$ cat src/rtl/power_pins_pkg.sv
// Shared constants and types for the power control pin block.
package power_pins_pkg;
	// Core clock rate and derived timing.
	localparam int unsigned CLK_HZ = 200_000_000;
	localparam int unsigned ACK_TIMEOUT_S = 5;
	localparam int unsigned VIN_TIMEOUT_S = 5;
	localparam longint unsigned ACK_TIMEOUT_CYCLES = longint'(ACK_TIMEOUT_S) * CLK_HZ;
	localparam longint unsigned VIN_TIMEOUT_CYCLES = longint'(VIN_TIMEOUT_S) * CLK_HZ;
	localparam int unsigned TIMER_W = 32;
	// Serial port addresses of the two variants.
	localparam logic [6:0] SLAVE_ADDR_STD = 7'h3c;
	localparam logic [6:0] SLAVE_ADDR_TERM = 7'h3d;
	// Register offsets.
	localparam logic [7:0] OFF_RUN_VOLT = 8'h00;
	localparam logic [7:0] OFF_STBY_VOLT = 8'h01;
	localparam logic [7:0] OFF_CTRL = 8'h02;
	localparam logic [7:0] OFF_STATUS = 8'h03;
	localparam logic [7:0] OFF_IRQ_EN = 8'h04;
	localparam logic [7:0] OFF_IRQ_CLR = 8'h05;
	localparam logic [7:0] OFF_PINS = 8'h06;
	localparam logic [7:0] OFF_ADDR = 8'h07;
	// Field positions.
	localparam int unsigned RUN_SEL_BIT = 5;
	localparam int unsigned CTRL_SLEW_MASK_BIT = 0;
	localparam int unsigned CTRL_HARD_RESET_BIT = 1;
	localparam int unsigned CTRL_REG_ENABLE_BIT = 2;
	localparam int unsigned NUM_EVENTS = 5;
	localparam int unsigned EV_POWER_OK_OUT = 0;
	localparam int unsigned EV_UV = 1;
	localparam int unsigned EV_OT = 2;
	localparam int unsigned EV_ACK_TIMEOUT = 3;
	localparam int unsigned EV_VIN_TIMEOUT = 4;
	localparam int unsigned NUM_REGS = 7;
	// Reset values.
	localparam logic [7:0] RUN_VOLT_RESET = 8'h00;
	localparam logic [7:0] STBY_VOLT_RESET = 8'h00;
	localparam logic [7:0] CTRL_RESET = 8'h00;
	localparam logic [NUM_EVENTS-1:0] IRQ_EN_RESET = 5'h1f;
	// Idle levels of the synchronised pins; only the pushbutton at bit 9 rests high.
	localparam logic [22:0] PIN_IDLE = 23'h000200;
	// Power-up handshake states.
	typedef enum logic [3:0] {
		ST_OFF = 4'h1,
		ST_WAIT_ACK = 4'h2,
		ST_ON = 4'h4,
		ST_SHUTDOWN = 4'h8
	} wake_state_type;
endpackage

$ cat src/rtl/sync_bus_if.sv
// Interface carrying synchronised pin levels between modules.
`timescale 1ns/100ps
`default_nettype none
interface sync_bus_if;
	logic [22:0] raw;
	logic [22:0] synced;
	modport sync_side (input raw, output synced);
	modport user_side (output raw, input synced);
endinterface
`default_nettype wire

$ cat src/rtl/pin_sync.sv
// Two-stage synchroniser for all asynchronous pin inputs.
`timescale 1ns/100ps
`default_nettype none
module pin_sync (
	// Clock and control
	input wire logic core_clk,
	input wire logic rst_n,
	input wire logic clk_en,
	// Pin levels
	sync_bus_if.sync_side bus
);
	logic [22:0] stage1_reg;
	logic [22:0] stage2_reg;
	// Only the second stage is read; reset loads idle levels so no false press follows it.
	always_ff @(posedge core_clk) begin
		if (!rst_n) begin
			stage1_reg <= power_pins_pkg::PIN_IDLE;
			stage2_reg <= power_pins_pkg::PIN_IDLE;
		end else if (clk_en) begin
			stage1_reg <= bus.raw;
			stage2_reg <= stage1_reg;
		end
	end
	assign bus.synced = stage2_reg;
endmodule
`default_nettype wire

$ cat src/rtl/cycle_timer.sv
// Down-counting timeout timer with a one-cycle expiry pulse.
`timescale 1ns/100ps
`default_nettype none
module cycle_timer #(
	parameter logic [31:0] LOAD = 32'h3b9aca00
) (
	// Clock and control
	input wire logic core_clk,
	input wire logic rst_n,
	input wire logic clk_en,
	// Timer control
	input wire logic run,
	output logic expired
);
	logic [31:0] count_reg;
	logic fired_reg;
	// Count while run is high; reload when it drops, fire once when the count reaches one.
	always_ff @(posedge core_clk) begin
		if (!rst_n) begin
			count_reg <= LOAD;
			fired_reg <= 1'b0;
		end else if (clk_en) begin
			if (!run) begin
				count_reg <= LOAD;
				fired_reg <= 1'b0;
			end else if (count_reg > 32'h1) begin
				count_reg <= count_reg - 32'h1;
			end else begin
				fired_reg <= 1'b1;
			end
		end
	end
	assign expired = run && (count_reg <= 32'h1) && !fired_reg && rst_n && clk_en;
endmodule
`default_nettype wire

$ cat src/rtl/power_pins.sv
// Control and status pin logic of the multi-rail power manager.
//
// The address-and-strobe port and the address map were left to the implementer.
`timescale 1ns/100ps
`default_nettype none
module power_pins #(
	parameter logic [31:0] ACK_TIMEOUT = 32'(power_pins_pkg::ACK_TIMEOUT_CYCLES),
	parameter logic [31:0] VIN_TIMEOUT = 32'(power_pins_pkg::VIN_TIMEOUT_CYCLES),
	parameter bit TERM_VARIANT = 1'b0
) (
	// Clock, reset, enable
	input wire logic core_clk,
	input wire logic rst_n,
	input wire logic clk_en,
	// Regulator enable pins, undriven reads low
	input wire logic ldo_a_enable_in,
	input wire logic ldo_b_enable_in,
	input wire logic ldo_c_enable_in,
	input wire logic buck_one_enable_in,
	input wire logic buck_two_enable_in,
	input wire logic buck_three_enable_in,
	input wire logic buck_four_enable_in,
	// Other control pins
	input wire logic standby_voltage_select_in,
	input wire logic power_ack_in,
	input wire logic button_n,
	// Analog monitor flags
	input wire logic [6:0] rail_below_pg,
	input wire logic any_slewing,
	input wire logic undervoltage,
	input wire logic overtemp,
	input wire logic always_alive_low,
	input wire logic vin_above_uv,
	input wire logic serial_port_supply_low,
	// Register port
	input wire logic [7:0] reg_addr,
	input wire logic [7:0] reg_wdata,
	input wire logic reg_wr,
	input wire logic reg_rd,
	output logic [7:0] reg_rdata,
	// Regulator controls
	output logic [6:0] rail_enable,
	output logic termination_reference_enable,
	output logic use_standby_voltage,
	output logic [6:0] slave_address,
	output logic power_removed,
	// Open-drain pins, output enable high means pulling low
	output logic wake_out,
	output logic wake_oe,
	output logic irq_out,
	output logic irq_oe,
	output logic reset_out,
	output logic reset_oe,
	output logic power_ok_out,
	output logic power_ok_oe,
	// Level interrupt
	output logic irq
);
	import power_pins_pkg::*;

	////////////////////////////////////////////////////////////////////////////////
	// Input synchronisation.
	sync_bus_if sbus ();
	logic [6:0] en_pins;
	logic ack_s;
	logic button_pressed;
	logic stby_s;
	logic [6:0] below_s;
	logic slew_s;
	logic uv_s;
	logic ot_s;
	logic alive_low_s;
	logic vin_ok_s;
	logic sp_low_s;

	assign sbus.raw = {serial_port_supply_low, vin_above_uv, always_alive_low, overtemp,
		undervoltage, any_slewing, rail_below_pg, button_n, power_ack_in,
		standby_voltage_select_in, buck_four_enable_in, buck_three_enable_in,
		buck_two_enable_in, buck_one_enable_in, ldo_c_enable_in, ldo_b_enable_in,
		ldo_a_enable_in};

	pin_sync u_sync (
		.core_clk(core_clk),
		.rst_n(rst_n),
		.clk_en(clk_en),
		.bus(sbus.sync_side)
	);

	// Pull-down and pull-up are external: an undriven pin arrives as its idle level.
	assign en_pins = sbus.synced[6:0];
	assign stby_s = sbus.synced[7];
	assign ack_s = sbus.synced[8];
	assign button_pressed = !sbus.synced[9];
	assign below_s = sbus.synced[16:10];
	assign slew_s = sbus.synced[17];
	assign uv_s = sbus.synced[18];
	assign ot_s = sbus.synced[19];
	assign alive_low_s = sbus.synced[20];
	assign vin_ok_s = sbus.synced[21];
	assign sp_low_s = sbus.synced[22];

	////////////////////////////////////////////////////////////////////////////////
	// Registers; supply loss acts as a register reset.
	logic regs_reset;
	logic [7:0] run_volt_reg;
	logic [7:0] stby_volt_reg;
	logic [7:0] ctrl_reg;
	logic [NUM_EVENTS-1:0] status_reg;
	logic [NUM_EVENTS-1:0] status_next;
	logic [NUM_EVENTS-1:0] irq_en_reg;
	logic [NUM_EVENTS-1:0] events;
	logic [NUM_EVENTS-1:0] clr_mask;
	logic wr_run;
	logic wr_stby;
	logic wr_ctrl;
	logic wr_en;
	logic wr_clr;

	assign regs_reset = !rst_n || sp_low_s;
	assign wr_run = reg_wr && (reg_addr == OFF_RUN_VOLT);
	assign wr_stby = reg_wr && (reg_addr == OFF_STBY_VOLT);
	assign wr_ctrl = reg_wr && (reg_addr == OFF_CTRL);
	assign wr_en = reg_wr && (reg_addr == OFF_IRQ_EN);
	assign wr_clr = reg_wr && (reg_addr == OFF_IRQ_CLR);
	assign clr_mask = wr_clr ? reg_wdata[NUM_EVENTS-1:0] : '0;

	// Writable control registers.
	always_ff @(posedge core_clk) begin
		if (regs_reset) begin
			run_volt_reg <= RUN_VOLT_RESET;
			stby_volt_reg <= STBY_VOLT_RESET;
			ctrl_reg <= CTRL_RESET;
			irq_en_reg <= IRQ_EN_RESET;
		end else if (clk_en) begin
			if (wr_run) run_volt_reg <= reg_wdata;
			if (wr_stby) stby_volt_reg <= reg_wdata;
			if (wr_ctrl) ctrl_reg <= reg_wdata;
			if (wr_en) irq_en_reg <= reg_wdata[NUM_EVENTS-1:0];
		end
	end

	// Sticky status: a new event wins over a clear in the same cycle.
	assign status_next = (status_reg & ~clr_mask) | events;
	always_ff @(posedge core_clk) begin
		if (regs_reset) begin
			status_reg <= '0;
		end else if (clk_en) begin
			status_reg <= status_next;
		end
	end

	////////////////////////////////////////////////////////////////////////////////
	// Regulator enables and voltage selection.
	logic [6:0] enabled;
	logic all_off;
	logic pg_fail;
	logic slew_hit;

	assign enabled = en_pins | {7{ctrl_reg[CTRL_REG_ENABLE_BIT]}};
	assign rail_enable = power_removed ? 7'h0 : enabled;
	// Bit 3 of the enable group is the first buck.
	assign termination_reference_enable = TERM_VARIANT && rail_enable[3];
	// Standby pin overrides the software selection.
	assign use_standby_voltage = stby_s || run_volt_reg[RUN_SEL_BIT];
	assign slave_address = TERM_VARIANT ? SLAVE_ADDR_TERM : SLAVE_ADDR_STD;

	// Power ok: an enabled rail below threshold, an unmasked slew, or nothing enabled.
	assign all_off = (rail_enable == 7'h0);
	assign pg_fail = |(below_s & rail_enable);
	assign slew_hit = slew_s && !ctrl_reg[CTRL_SLEW_MASK_BIT];

	////////////////////////////////////////////////////////////////////////////////
	// Wake handshake and start-up timeouts.
	wake_state_type state_reg;
	wake_state_type state_next;
	logic ack_expired;
	logic vin_expired;
	logic vin_watch_reg;

	cycle_timer #(.LOAD(ACK_TIMEOUT)) u_ack_timer (
		.core_clk(core_clk),
		.rst_n(rst_n),
		.clk_en(clk_en),
		.run(state_reg == ST_WAIT_ACK),
		.expired(ack_expired)
	);

	cycle_timer #(.LOAD(VIN_TIMEOUT)) u_vin_timer (
		.core_clk(core_clk),
		.rst_n(rst_n),
		.clk_en(clk_en),
		.run(vin_watch_reg),
		.expired(vin_expired)
	);

	// Watch the input rise only once per power-up; crossing ends the watch.
	always_ff @(posedge core_clk) begin
		if (!rst_n) begin
			vin_watch_reg <= 1'b1;
		end else if (clk_en && (vin_ok_s || vin_expired)) begin
			vin_watch_reg <= 1'b0;
		end
	end

	// Handshake state machine.
	always_comb begin
		state_next = state_reg;
		unique case (state_reg)
			ST_OFF: begin
				if (button_pressed || ack_s) state_next = ST_WAIT_ACK;
			end
			ST_WAIT_ACK: begin
				if (ack_s) state_next = ST_ON;
				else if (ack_expired) state_next = ST_SHUTDOWN;
			end
			ST_ON: begin
				if (!ack_s) state_next = ST_OFF;
			end
			ST_SHUTDOWN: begin
				if (button_pressed || ack_s) state_next = ST_WAIT_ACK;
			end
		endcase
		if (vin_expired) state_next = ST_SHUTDOWN;
	end

	always_ff @(posedge core_clk) begin
		if (!rst_n) begin
			state_reg <= ST_OFF;
		end else if (clk_en) begin
			state_reg <= state_next;
		end
	end

	// Power is removed after a missed handshake or a stalled input rise.
	assign power_removed = (state_reg == ST_SHUTDOWN);

	////////////////////////////////////////////////////////////////////////////////
	// Events and open-drain outputs.
	logic pg_fail_reg;
	logic wake_reg;
	logic irq_pin_reg;
	logic reset_low_reg;
	logic pok_low_reg;

	assign events[EV_POWER_OK_OUT] = pg_fail && !pg_fail_reg;
	assign events[EV_UV] = uv_s;
	assign events[EV_OT] = ot_s;
	assign events[EV_ACK_TIMEOUT] = ack_expired;
	assign events[EV_VIN_TIMEOUT] = vin_expired;
	assign irq = |(status_reg & irq_en_reg);

	// Registered pin drives so the pins never glitch.
	always_ff @(posedge core_clk) begin
		if (!rst_n) begin
			pg_fail_reg <= 1'b0;
			wake_reg <= 1'b0;
			irq_pin_reg <= 1'b0;
			reset_low_reg <= 1'b1;
			pok_low_reg <= 1'b1;
		end else if (clk_en) begin
			pg_fail_reg <= pg_fail;
			wake_reg <= (state_next == ST_WAIT_ACK) || (state_next == ST_ON);
			irq_pin_reg <= |(status_next & irq_en_reg);
			reset_low_reg <= alive_low_s || ctrl_reg[CTRL_HARD_RESET_BIT];
			pok_low_reg <= pg_fail || slew_hit || all_off;
		end
	end

	// Open-drain: output data is zero, enable pulls the pin low.
	assign wake_out = 1'b0;
	assign wake_oe = !wake_reg;
	assign irq_out = 1'b0;
	assign irq_oe = irq_pin_reg;
	assign reset_out = 1'b0;
	assign reset_oe = reset_low_reg;
	assign power_ok_out = 1'b0;
	assign power_ok_oe = pok_low_reg;

	////////////////////////////////////////////////////////////////////////////////
	// Read data, one cycle after the strobe; unmapped addresses read zero.
	logic [7:0] rd_mux;
	assign rd_mux = (reg_addr == OFF_RUN_VOLT) ? run_volt_reg :
		(reg_addr == OFF_STBY_VOLT) ? stby_volt_reg :
		(reg_addr == OFF_CTRL) ? ctrl_reg :
		(reg_addr == OFF_STATUS) ? {3'h0, status_reg} :
		(reg_addr == OFF_IRQ_EN) ? {3'h0, irq_en_reg} :
		(reg_addr == OFF_PINS) ? {wake_reg, enabled} :
		(reg_addr == OFF_ADDR) ? {1'b0, slave_address} : 8'h00;

	always_ff @(posedge core_clk) begin
		if (!rst_n) begin
			reg_rdata <= 8'h00;
		end else if (clk_en) begin
			reg_rdata <= reg_rd ? rd_mux : 8'h00;
		end
	end
endmodule
`default_nettype wire

$ cat config.mk
export PLATFORM = sky130hd
export DESIGN_NAME = power_pins
export DESIGN_NICKNAME = d
export VERILOG_FILES = /design/src/rtl/power_pins_pkg.sv /design/src/rtl/sync_bus_if.sv /design/src/rtl/pin_sync.sv /design/src/rtl/cycle_timer.sv /design/src/rtl/power_pins.sv
export SDC_FILE = /design/constraint.sdc
export NUM_CORES = 1
export LEC_CHECK = 0
export BUFFER_PORTS_ARGS = -buffer_cell sky130_fd_sc_hd__buf_4
export CAP_MARGIN = 10
export CORE_MARGIN = 2
export CORE_UTILIZATION = 64
export DETAILED_ROUTE_END_ITERATION = 7
export GPL_TIMING_DRIVEN = 0
export PLACE_DENSITY = 0.93
export SKIP_LAST_GASP = 1
export SLEW_MARGIN = 20
export SYNTH_ARGS = -nofsm -noshare
export SYNTH_HDL_FRONTEND = slang
export SYNTH_SLANG_ARGS = --single-unit
$ cat constraint.sdc
create_clock -name core_clk -period 5 [get_ports core_clk]
set_input_delay 0.25 -clock core_clk [delete_from_list [all_inputs] [get_ports core_clk]]
set_output_delay 0.25 -clock core_clk [all_outputs]
set_load 0.05 [all_outputs]
### Word-level counts from Yosys, hierarchy flattened

Cells that the tools add are included.
Widths: inputs -> output; s select.

* bits in registers: 164
* bits in latches: 0
* bits in writable memories: 0
* ROM bits: 0
* output and inout bits: 34
* word-level logic and storage cells: 118
* memories: 0

* $add $sub $neg: 2
* multipliers: 0
* divide/modulo/power cells: 0
* magnitude comparators: 4
* equality and inequality tests: 17
* shift-type cells: 0
* mux-type cells: 24
* bitwise operators: 7
* reduce and logical (&&, ||, !) cells: 45

Operators with widths (count)
* $mux 32: 4
* $gt 32x1->1 const B: 2
* $le 32x1->1 const B: 2
* $sub 32x1->32 const B: 2
* $mux 8: 7
* $eq 8x3->1 const B: 4
* $mux 4: 5
* $eq 8x2->1 const B: 2
* $logic_and 1x1->1: 16
* $reduce_and 2->1: 8
* $and 5x5->5: 3
* $pmux 4 s3: 1
* $reduce_or 5->1: 2
* $eq 4x2->1 const B: 2
* $eq 4x3->1 const B: 2
* $eq 8x1->1 const B: 1
* $logic_not 8->1: 1
* $logic_or 1x1->1: 8
* $and 7x7->7: 1
* $logic_not 1->1: 7
* $logic_not 7->1: 1
* $mux 7: 1
* $or 7x7->7: 1
* $reduce_or 7->1: 1
* 10 further kinds: 15

### Longest topological paths before layout

Gate-level depths: netlist of run 1.

* depth in word-level cells: 11
* mapped depth: 9
* depth with buffers taken out: 8

### Cells and area by module

From an unflattened synthesis of run 1, not the netlist that was laid out.

* cell total of the unflattened synthesis: 936
* area, all modules: 8227.9 µm²

By module, submodules not included
* power_pins: times used 1, cells each 377, area an instance 2926.6 µm², seq. area each 1041.0 µm²
* pin_sync: times used 1, cells each 148, area an instance 1775.5 µm², seq. area each 920.9 µm²
* cycle_timer (u_vin_timer): times used 1, cells each 209, area an instance 1765.4 µm², seq. area each 660.6 µm²
* cycle_timer (u_ack_timer): times used 1, cells each 202, area an instance 1760.4 µm², seq. area each 660.6 µm²

### Worst setup path before layout of run 1

OpenSTA, ideal clock, no wires.

* kind: flip-flop to flip-flop
* start point: register state_reg[1]
* end point: register irq_pin_reg, in the netlist irq_oe
* setup time: 120 ps
* arrival: 3018 ps
* required time: 4880 ps
* setup slack: 1863 ps
* cell stages (with the launch flop): 7
* path buffers: 1
* period minus slack after synthesis: 3137 ps
* cell sequence: dfxtp_1 > buf_2 > nand2b_1 > nor3_1 > nor2_1 > a311o_1 > a211o_1

* longest elaborated chain between the ends: 8
* elaborated cells between the ends (all ways): 13

RTL lines
* start: declaration: RTL line power_pins.sv:174 `wake_state_type state_reg;`
* start signal: assignment: RTL line power_pins.sv:230 `state_reg <= state_next;`
* $eq 4x4->1: RTL line power_pins.sv:235 `assign power_removed = (state_reg == ST_SHUTDOWN);`
* named net power_removed: RTL line power_pins.sv:46 `output logic power_removed,`
* $mux 7: RTL line power_pins.sv:160 `assign rail_enable = power_removed ? 7'h0 : enabled;`
* $and 7x7->7: RTL line power_pins.sv:169 `assign pg_fail = |(below_s & rail_enable);`
* $reduce_or 7->1: RTL line power_pins.sv:169
* $logic_and 1x1->1: RTL line power_pins.sv:245 `assign events[EV_POWER_OK_OUT] = pg_fail && !pg_fail_reg;`
* $or 5x5->5: RTL line power_pins.sv:143 `assign status_next = (status_reg & ~clr_mask) | events;`
* $and 5x5->5: RTL line power_pins.sv:263 `irq_pin_reg <= |(status_next & irq_en_reg);`
* $reduce_or 5->1: RTL line power_pins.sv:263
* end signal: assignment: RTL line power_pins.sv:263
* end: declaration: RTL line power_pins.sv:241 `logic irq_pin_reg;`

The timed path passes the listed nets, and every way through them passes these cells.
A chain may end at the register's enable or synchronous reset.

### Final worst setup path of run 1

* start point: register u_vin_timer.count_reg[3]
* end point: register wake_reg

* longest elaborated chain between the ends: 8
* elaborated cells between the ends (all ways): 9

RTL lines
* start: declaration: RTL line cycle_timer.sv:15 `logic [31:0] count_reg;`
* start signal: assignment: RTL line cycle_timer.sv:27 `count_reg <= count_reg - 32'h1;`
* $le 32x1->1 *: RTL line cycle_timer.sv:33 `assign expired = run && (count_reg <= 32'h1) && !fired_reg && rst_n && clk_en;`
* $logic_and 1x1->1 * (4 in a row): RTL line cycle_timer.sv:33
* $mux 4 *: RTL line power_pins.sv:223 `if (vin_expired) state_next = ST_SHUTDOWN;`
* $eq 4x2->1 / $eq 4x3->1 (equally long branches): RTL line power_pins.sv:262 `wake_reg <= (state_next == ST_WAIT_ACK) || (state_next == ST_ON);`
* $logic_or 1x1->1 *: RTL line power_pins.sv:262
* end signal: assignment: RTL line power_pins.sv:262
* end: declaration: RTL line power_pins.sv:240 `logic wake_reg;`

Every way passes the cells marked *; elsewhere a longest branch is shown, timed or not.

==> results of run 1 <==
[power by group through the flow]
stage	sequential, uW	clock (uW)	combinational, uW
6_report	1390	1280	351
4_1_cts	1390	1280	347
3_5_place_dp	1410	0	344
5_1_grt	1390	1330	382
2_1_floorplan	1410	0	244
3_3_place_gp	1410	0	333
[path summary, 6_finish.rpt]
path,startpoint,endpoint,slack (ps),depth (start not counted)
hold / removal,button_n,u_sync.stage1_reg[9]$_SDFFE_PN1P_,50,3
hold reg to reg,reg_rdata[1]$_SDFFE_PN0P_,reg_rdata[1]$_SDFFE_PN0P_,460,2
setup reg to reg,u_vin_timer.count_reg[3]$_SDFFE_PN0P_,wake_reg$_SDFFE_PN0P_,2280,7
setup / recovery,u_vin_timer.count_reg[3]$_SDFFE_PN0P_,wake_reg$_SDFFE_PN0P_,2280,7
[cells in the mapped netlist (all sizes together) (3+ instances only)]
| cell | number |
|---|---|
| nand2 | 63 |
| or4 | 18 |
| dfxtp | 164 |
| nor4b | 3 |
| nand3b | 11 |
| nor3b | 3 |
| a21boi | 6 |
| o22ai | 4 |
| a31oi | 4 |
| nand2b | 6 |
| nor2b | 49 |
| a21oi | 26 |
| nor2 | 106 |
| and2 | 5 |
| xnor2 | 21 |
| or3 | 11 |
| o21a | 3 |
| clkbuf | 30 |
| inv | 18 |
| or2 | 3 |
| o211ai | 3 |
| o21ai | 31 |
| nor4 | 26 |
| and3 | 7 |
| buf | 24 |
| nand4b | 4 |
| a211oi | 5 |
| o31ai | 8 |
| xor2 | 29 |
| a22oi | 6 |
| nand3 | 37 |
| ha | 4 |
| mux2i | 77 |
| nand4 | 5 |
| nor3 | 30 |
[stage by stage]
| stage | total power [uW] | instance area, um2 | setup slack, ps | hold WS, ps | cells |
|---|---|---|---|---|---|
| detailed placement | 1760 | 8470 | 2330 | 448 | 1098 |
| floorplan | 1650 | 7790 | 1860 | 378 | 887 |
| finish | 3010 | 9050 | 2280 | 45.4 | 1130 |
| global route | 3100 | 9050 | 2100 | 65.4 | 1130 |
| CTS | 3010 | 9050 | 2310 | 43.0 | 1130 |
| global placement | 1740 | 8460 | 2340 | 442 | 1098 |
[per-layer routing]
metal | part of all wire [%] | up-vias | wire length (um) | GRT usage [%]
li1 | - | 3274 | - | -
met1 | 41 | 3227 | 8090 | 37.5
met2 | 49 | 315 | 9670 | 53.1
met3 | 7.4 | 55 | 1460 | 7.62
met4 | 2.9 | 0 | 578 | 13.3
met5 | 0 | - | 0 | 0
[final cells by class]
class | count | area (um2)
Buffer | 54 | 270
Clock buffer | 19 | 453
Clock inverter | 13 | 126
Fill cell | 851 | 2860
Inverter | 18 | 67.6
Multi-Input combinational cell | 651 | 4180
Sequential cell | 164 | 3280
Tap cell | 147 | 184
Timing Repair Buffer | 64 | 480
[kinds of logic after synthesis]
| logic type | share of synthesized area [%] |
|---|---|
| XOR/XNOR | 5.65 |
| other | 0.0969 |
| buffers and inverters | 4.36 |
| AND/OR/NAND/NOR | 26.5 |
| flip-flops | 42.3 |
| adder cells (fa/ha/maj) | 0.645 |
| multiplexers | 10.1 |
| AO/OA/AOI/OAI | 10.3 |
[worst max-delay path, delay by kind of cell (launching register included)]
| family | cells | cell delay [ps] |
|---|---|---|
| AOI/OAI and AO/OA | 2 | 340 |
| and+or+nand+nor | 4 | 1790 |
| buffers and inverters | 1 | 140 |
| DFF | 1 | 340 |
==> results.yml, run 1 <==
clock_tree:
  path_clk_slew_ps: 70
  cts.repair.resized: 0
  cts_made_buffers: 17
  clockBufferDepth: 2
  insertion_delay_ps: 440
  post_cts_buffers: 0
  cts_root_buf: "clkbuf_16"
  cts_sinks: 164
  cts_htree_levels: 4
  cts_tree: "built"
  postCtsHoldBufs: 0
yosys:
  synth.distinct_cells: 67
  ys.flop_type: "dfxtp_1"
  synth-edff-count: 0
  yosys.area.top_type_share_pct: 42.3
  synth-seq-cells: 164
  async_flop_share_pct: 0
  yosysWarnings: 0
  ys_seq_area_share_pct: 42.3
  syn_area_per_cell_um2: 8.84
  synthCells: 877
  synth_area_leaders: "dfxtp_1 (42%), mux2i_1 (9.9%), nor2_1 (5.1%)"
  syn_area_um2: 7750
  yosysTopAreaCell: "dfxtp_1"
drt:
  drt-wirelength-per-cell_um: 17.5
  drtIter0Drc: 621
  drc_errors: 0
  routed_via_density: 6.08
  vias: 6871
  antenna_left: 0
  routed_wirelength_um: 19800
  dr.pass1.iters: 7
global_routing:
  antenna_found_initial: 0
  grt.total_usage_pct: 31.1
  grt_pass1_vias: 6629
  grt_pass1_wl_um: 32200
  grt-ovfl-total: 0
  grt_max_degree: 17
worst_hold_path:
  hold_path_class: "in2reg"
layout:
  nets: 1018
  drive_above_1_share_pct: 13.3
  utilization_pct: 76.0
  mostFrequentLayoutCells: "dfxtp_1 (164), nor2_1 (106), mux2i_1 (77), buf_4 (77), nand2_1 (63)"
  layout_commonest_cell: "dfxtp_1"
  antennaDiodeCount: 0
  area_growth_syn_to_layout_pct: 16.7
floorplanning:
  die-area_um2: 13000
  io_pins: 78
  fp.coreArea_um2: 11900
  die_x_um: 114
  std_cell_rows: 40
  die_y_um: 114
  start_util_pct: 65.1
power_and_ir_drop:
  intPower_uw: 2210
  power_frac_seq_pct: 46.0
  p_per_area_nw_per_um2: 333
  switching_share_pct: 26.8
  power_frac_comb_pct: 11.6
  worst_ir_drop_vdd_uv: 252
  p_sw_uw: 807
  clkPwrFrac_pct: 42.3
  p_leak_uw: 0.00352
timing:
  min_period_ps: 2720
  max_slew.worst_pin.slew_ps: 954
  relSlewSlack_pct: 35.5
  rsz0062_at_grt: "no"
  fmax_ghz: 0.367
  drv_slew: 0
  hold_viol_final: 0
  setup_tns_ps: 0
  setup_viol: 0
  post-route-period-util_pct: 54.5
  finClkSkew_ps: 9.23
critical_path:
  path_cells: "or4_4, or2_1, buf_6, nor4_4, and2_1, a211oi_1, a32o_1"
  slowest_delay_ps: 600
  worstPathRequired_ps: 5330
  worstSetupPathType: "reg2reg"
  cp_slowest_cell: "nor4_4"
  cp.arrival_ps: 3060
  crit_path_end_kind: "register"
  crit_path_start_kind: "register"
  cp_max_fo: 10
flow_run:
  drv_cap: 0
run_status:
  status: "complete, no violations"
placed_design:
  dp_hpwl_um: 13400
  port_buffers: 64
  gp_congestion: 0.974
No activity file was read; power rests on OpenSTA's default activity.
==> inputs of run 2 (changes only) <==
- ABC_AREA: unset -> 1
- CORE_UTILIZATION: 64 -> 54
- PLACE_DENSITY: 0.93 -> 0.84
- clock period: 5 -> 2.4 ns (I/O delays scaled with it)
==> results.yml, run 2 <==
run_status:
  status: "complete, no violations"
drt:
  drc_errors: 0
  routed_via_density: 5.51
  dr.pass1.iters: 7
  vias: 8449
  antenna_left: 0
  drtIter0Drc: 751
  routed_wirelength_um: 23200
  drt-wirelength-per-cell_um: 15.1
yosys:
  ys.flop_type: "dfxtp_1"
  synth_area_leaders: "dfxtp_1 (39%), nor2_1 (10%), nand2_1 (8.5%)"
  yosysTopAreaCell: "dfxtp_1"
  synth-edff-count: 0
  synth-seq-cells: 164
  synth.distinct_cells: 49
  synth_most_common_cell: "nor2_1"
  syn_area_um2: 8400
  ys_seq_area_share_pct: 39.1
  synthCells: 1211
  syn_area_per_cell_um2: 6.94
  synth_common_cells: "nor2_1 (228), nand2_1 (190), dfxtp_1 (164)"
  async_flop_share_pct: 0
  yosysWarnings: 0
  yosys.area.top_type_share_pct: 39.1
floorplanning:
  die_x_um: 129
  start_util_pct: 55.3
  die_y_um: 129
  std_cell_rows: 45
  die-area_um2: 16600
  io_pins: 78
  fp.coreArea_um2: 15200
timing:
  setup_viol: 0
  drv_slew: 0
  hold_viol_final: 0
  finClkSkew_ps: 9.61
  fmax_ghz: 0.445
  setup_tns_ps: 0
  holdWs_ps: 5.61
  rsz0062_at_grt: "no"
  min_period_ps: 2250
  max_slew.worst_pin.slew_ps: 792
  relSlewSlack_pct: 46.8
  post-route-period-util_pct: 93.7
clock_tree:
  cts_htree_levels: 4
  cts_made_buffers: 17
  insertion_delay_ps: 440
  cts_tree: "built"
  clockBufferDepth: 2
  path_clk_slew_ps: 70
  cts_root_buf: "clkbuf_16"
  cts_sinks: 164
critical_path:
  cp_max_fo: 10
  crit_path_end_kind: "register"
  crit_path_start_kind: "register"
  r2r-end: "u_vin_timer.count_reg[24]$_SDFFE_PN1P_"
  worstPathRequired_ps: 2690
  rrSetupSlack_ps: 150
  worstSetupPathType: "reg2reg"
  regToRegStartpoint: "u_vin_timer.count_reg[0]$_SDFFE_PN0P_"
  cp.arrival_ps: 2540
  reg2reg_depth: 14
power_and_ir_drop:
  p_per_area_nw_per_um2: 671
  p_leak_uw: 0.00439
  finalPower_uw: 6730
  worst_ir_drop_vdd_uv: 516
global_routing:
  grt_pass1_vias: 7971
  grt_max_degree: 18
  grt-ovfl-total: 0
  grt_pass1_wl_um: 37900
  grt.total_usage_pct: 28.7
  antenna_found_initial: 0
placed_design:
  gp_congestion: 0.984
  dp_hpwl_um: 16700
  port_buffers: 64
layout:
  drive_above_1_share_pct: 13.1
  utilization_pct: 66.0
  antennaDiodeCount: 0
  fill_cells: 1277
  area_growth_syn_to_layout_pct: 19.4
  mostFrequentLayoutCells: "nor2_1 (228), nand2_1 (190), dfxtp_1 (164)"
  layout_commonest_cell: "nor2_1"
  nets: 1380
worst_hold_path:
  whs_endpoint: "run_volt_reg[4]$_SDFFE_PP0P_"
  hp-start: "reg_wdata[4]"
  hold_depth: 3
  hold_path_class: "in2reg"
flow_run:
  drv_cap: 0
==> run 2: how the worst max path moves through the flow <==
stage	startpoint	end	slack (ps)	cells after the start
after floorplan	state_reg[1]$_SDFFE_PN0P_	power_ok_oe$_SDFFE_PN1P_	30	10
after global placement	state_reg[3]$_SDFFE_PN0P_	u_ack_timer.count_reg[6]$_SDFFE_PN0P_	210	6
after detailed placement	state_reg[3]$_SDFFE_PN0P_	u_ack_timer.count_reg[6]$_SDFFE_PN0P_	110	6
after CTS	state_reg[3]$_SDFFE_PN0P_	u_ack_timer.count_reg[6]$_SDFFE_PN0P_	110	6
after global routing	u_vin_timer.count_reg[0]$_SDFFE_PN0P_	u_vin_timer.count_reg[20]$_SDFFE_PN1P_	10	13
final	u_vin_timer.count_reg[0]$_SDFFE_PN0P_	u_vin_timer.count_reg[24]$_SDFFE_PN1P_	150	14
==> run 2: logic make-up (layout without fill, tap and decap cells) <==
logic type	after synthesis	count (layout)	share of synthesized area, %
other	2	12	0.0894
and+or+nand+nor	545	545	28.1
xor gates and xnor gates	37	37	3.86
AOI/OAI and AO/OA	283	283	19.1
DFF	164	164	39.1
buffers and inverters	176	300	9.17
adders and majority gates	4	4	0.596
==> run 2: where the power goes <==
part | leakage, uW | total [uW] | internal [uW] | switching, uW
logic | 0.00276 | 1030 | 346 | 688
clock network | 0.000287 | 2750 | 1480 | 1270
registers | 0.00134 | 2940 | 2840 | 100
total | 0.00439 | 6730 | 4670 | 2060
==> run 2: routing by layer <==
metal / up-vias / GRT usage (%) / share of wire, %
li1: 4193 / - / -
met1: 3847 / 36.2 / 43
met2: 347 / 48.1 / 47
met3: 62 / 5.78 / 6.3
met4: 0 / 11.9 / 3.3
met5: - / 0 / 0
==> run 2: repair_timing <==
item                                    4_1_cts  5_1_grt
endpoints found under the setup margin        0       15
buffers inserted                              0        0
hold buffers                                 28        0
resized for setup                             0        3
hold endpoints to repair                     36        0
==> run 2: layout make-up <==
cell class	count	area, um2	share of cell area (%)
Inverter	118	443	4.42
Clock buffer	17	425	4.24
Sequential cell	164	3280	32.7
Timing Repair Buffer	92	761	7.59
Multi-Input combinational cell	881	4380	43.7
Clock inverter	15	166	1.66
Tap cell	188	235	2.35
Buffer	58	329	3.28
==> run 2: per-stage QoR <==
stage	instance area [um2]	instances	worst slack, ps
6_report	10000	1533	151
5_1_grt	10000	1533	14.6
4_1_cts	10000	1533	112
3_5_place_dp	9150	1473	112
3_3_place_gp	9150	1473	215
2_1_floorplan	8440	1221	34.9
==> run 2: critical path, cell delays in order, from the launching register on <==
cell     delay (ps)
dfxtp_1         390
inv_1           120
ha_1            270
nand2_1         120
inv_1           110
nand2_2         150
nand2_1         100
and2_4          170
nand2_2          70
nand2_4          60
buf_12          150
nor2_8          160
nand3_1         100
nand2_1          60
nand3_1          50
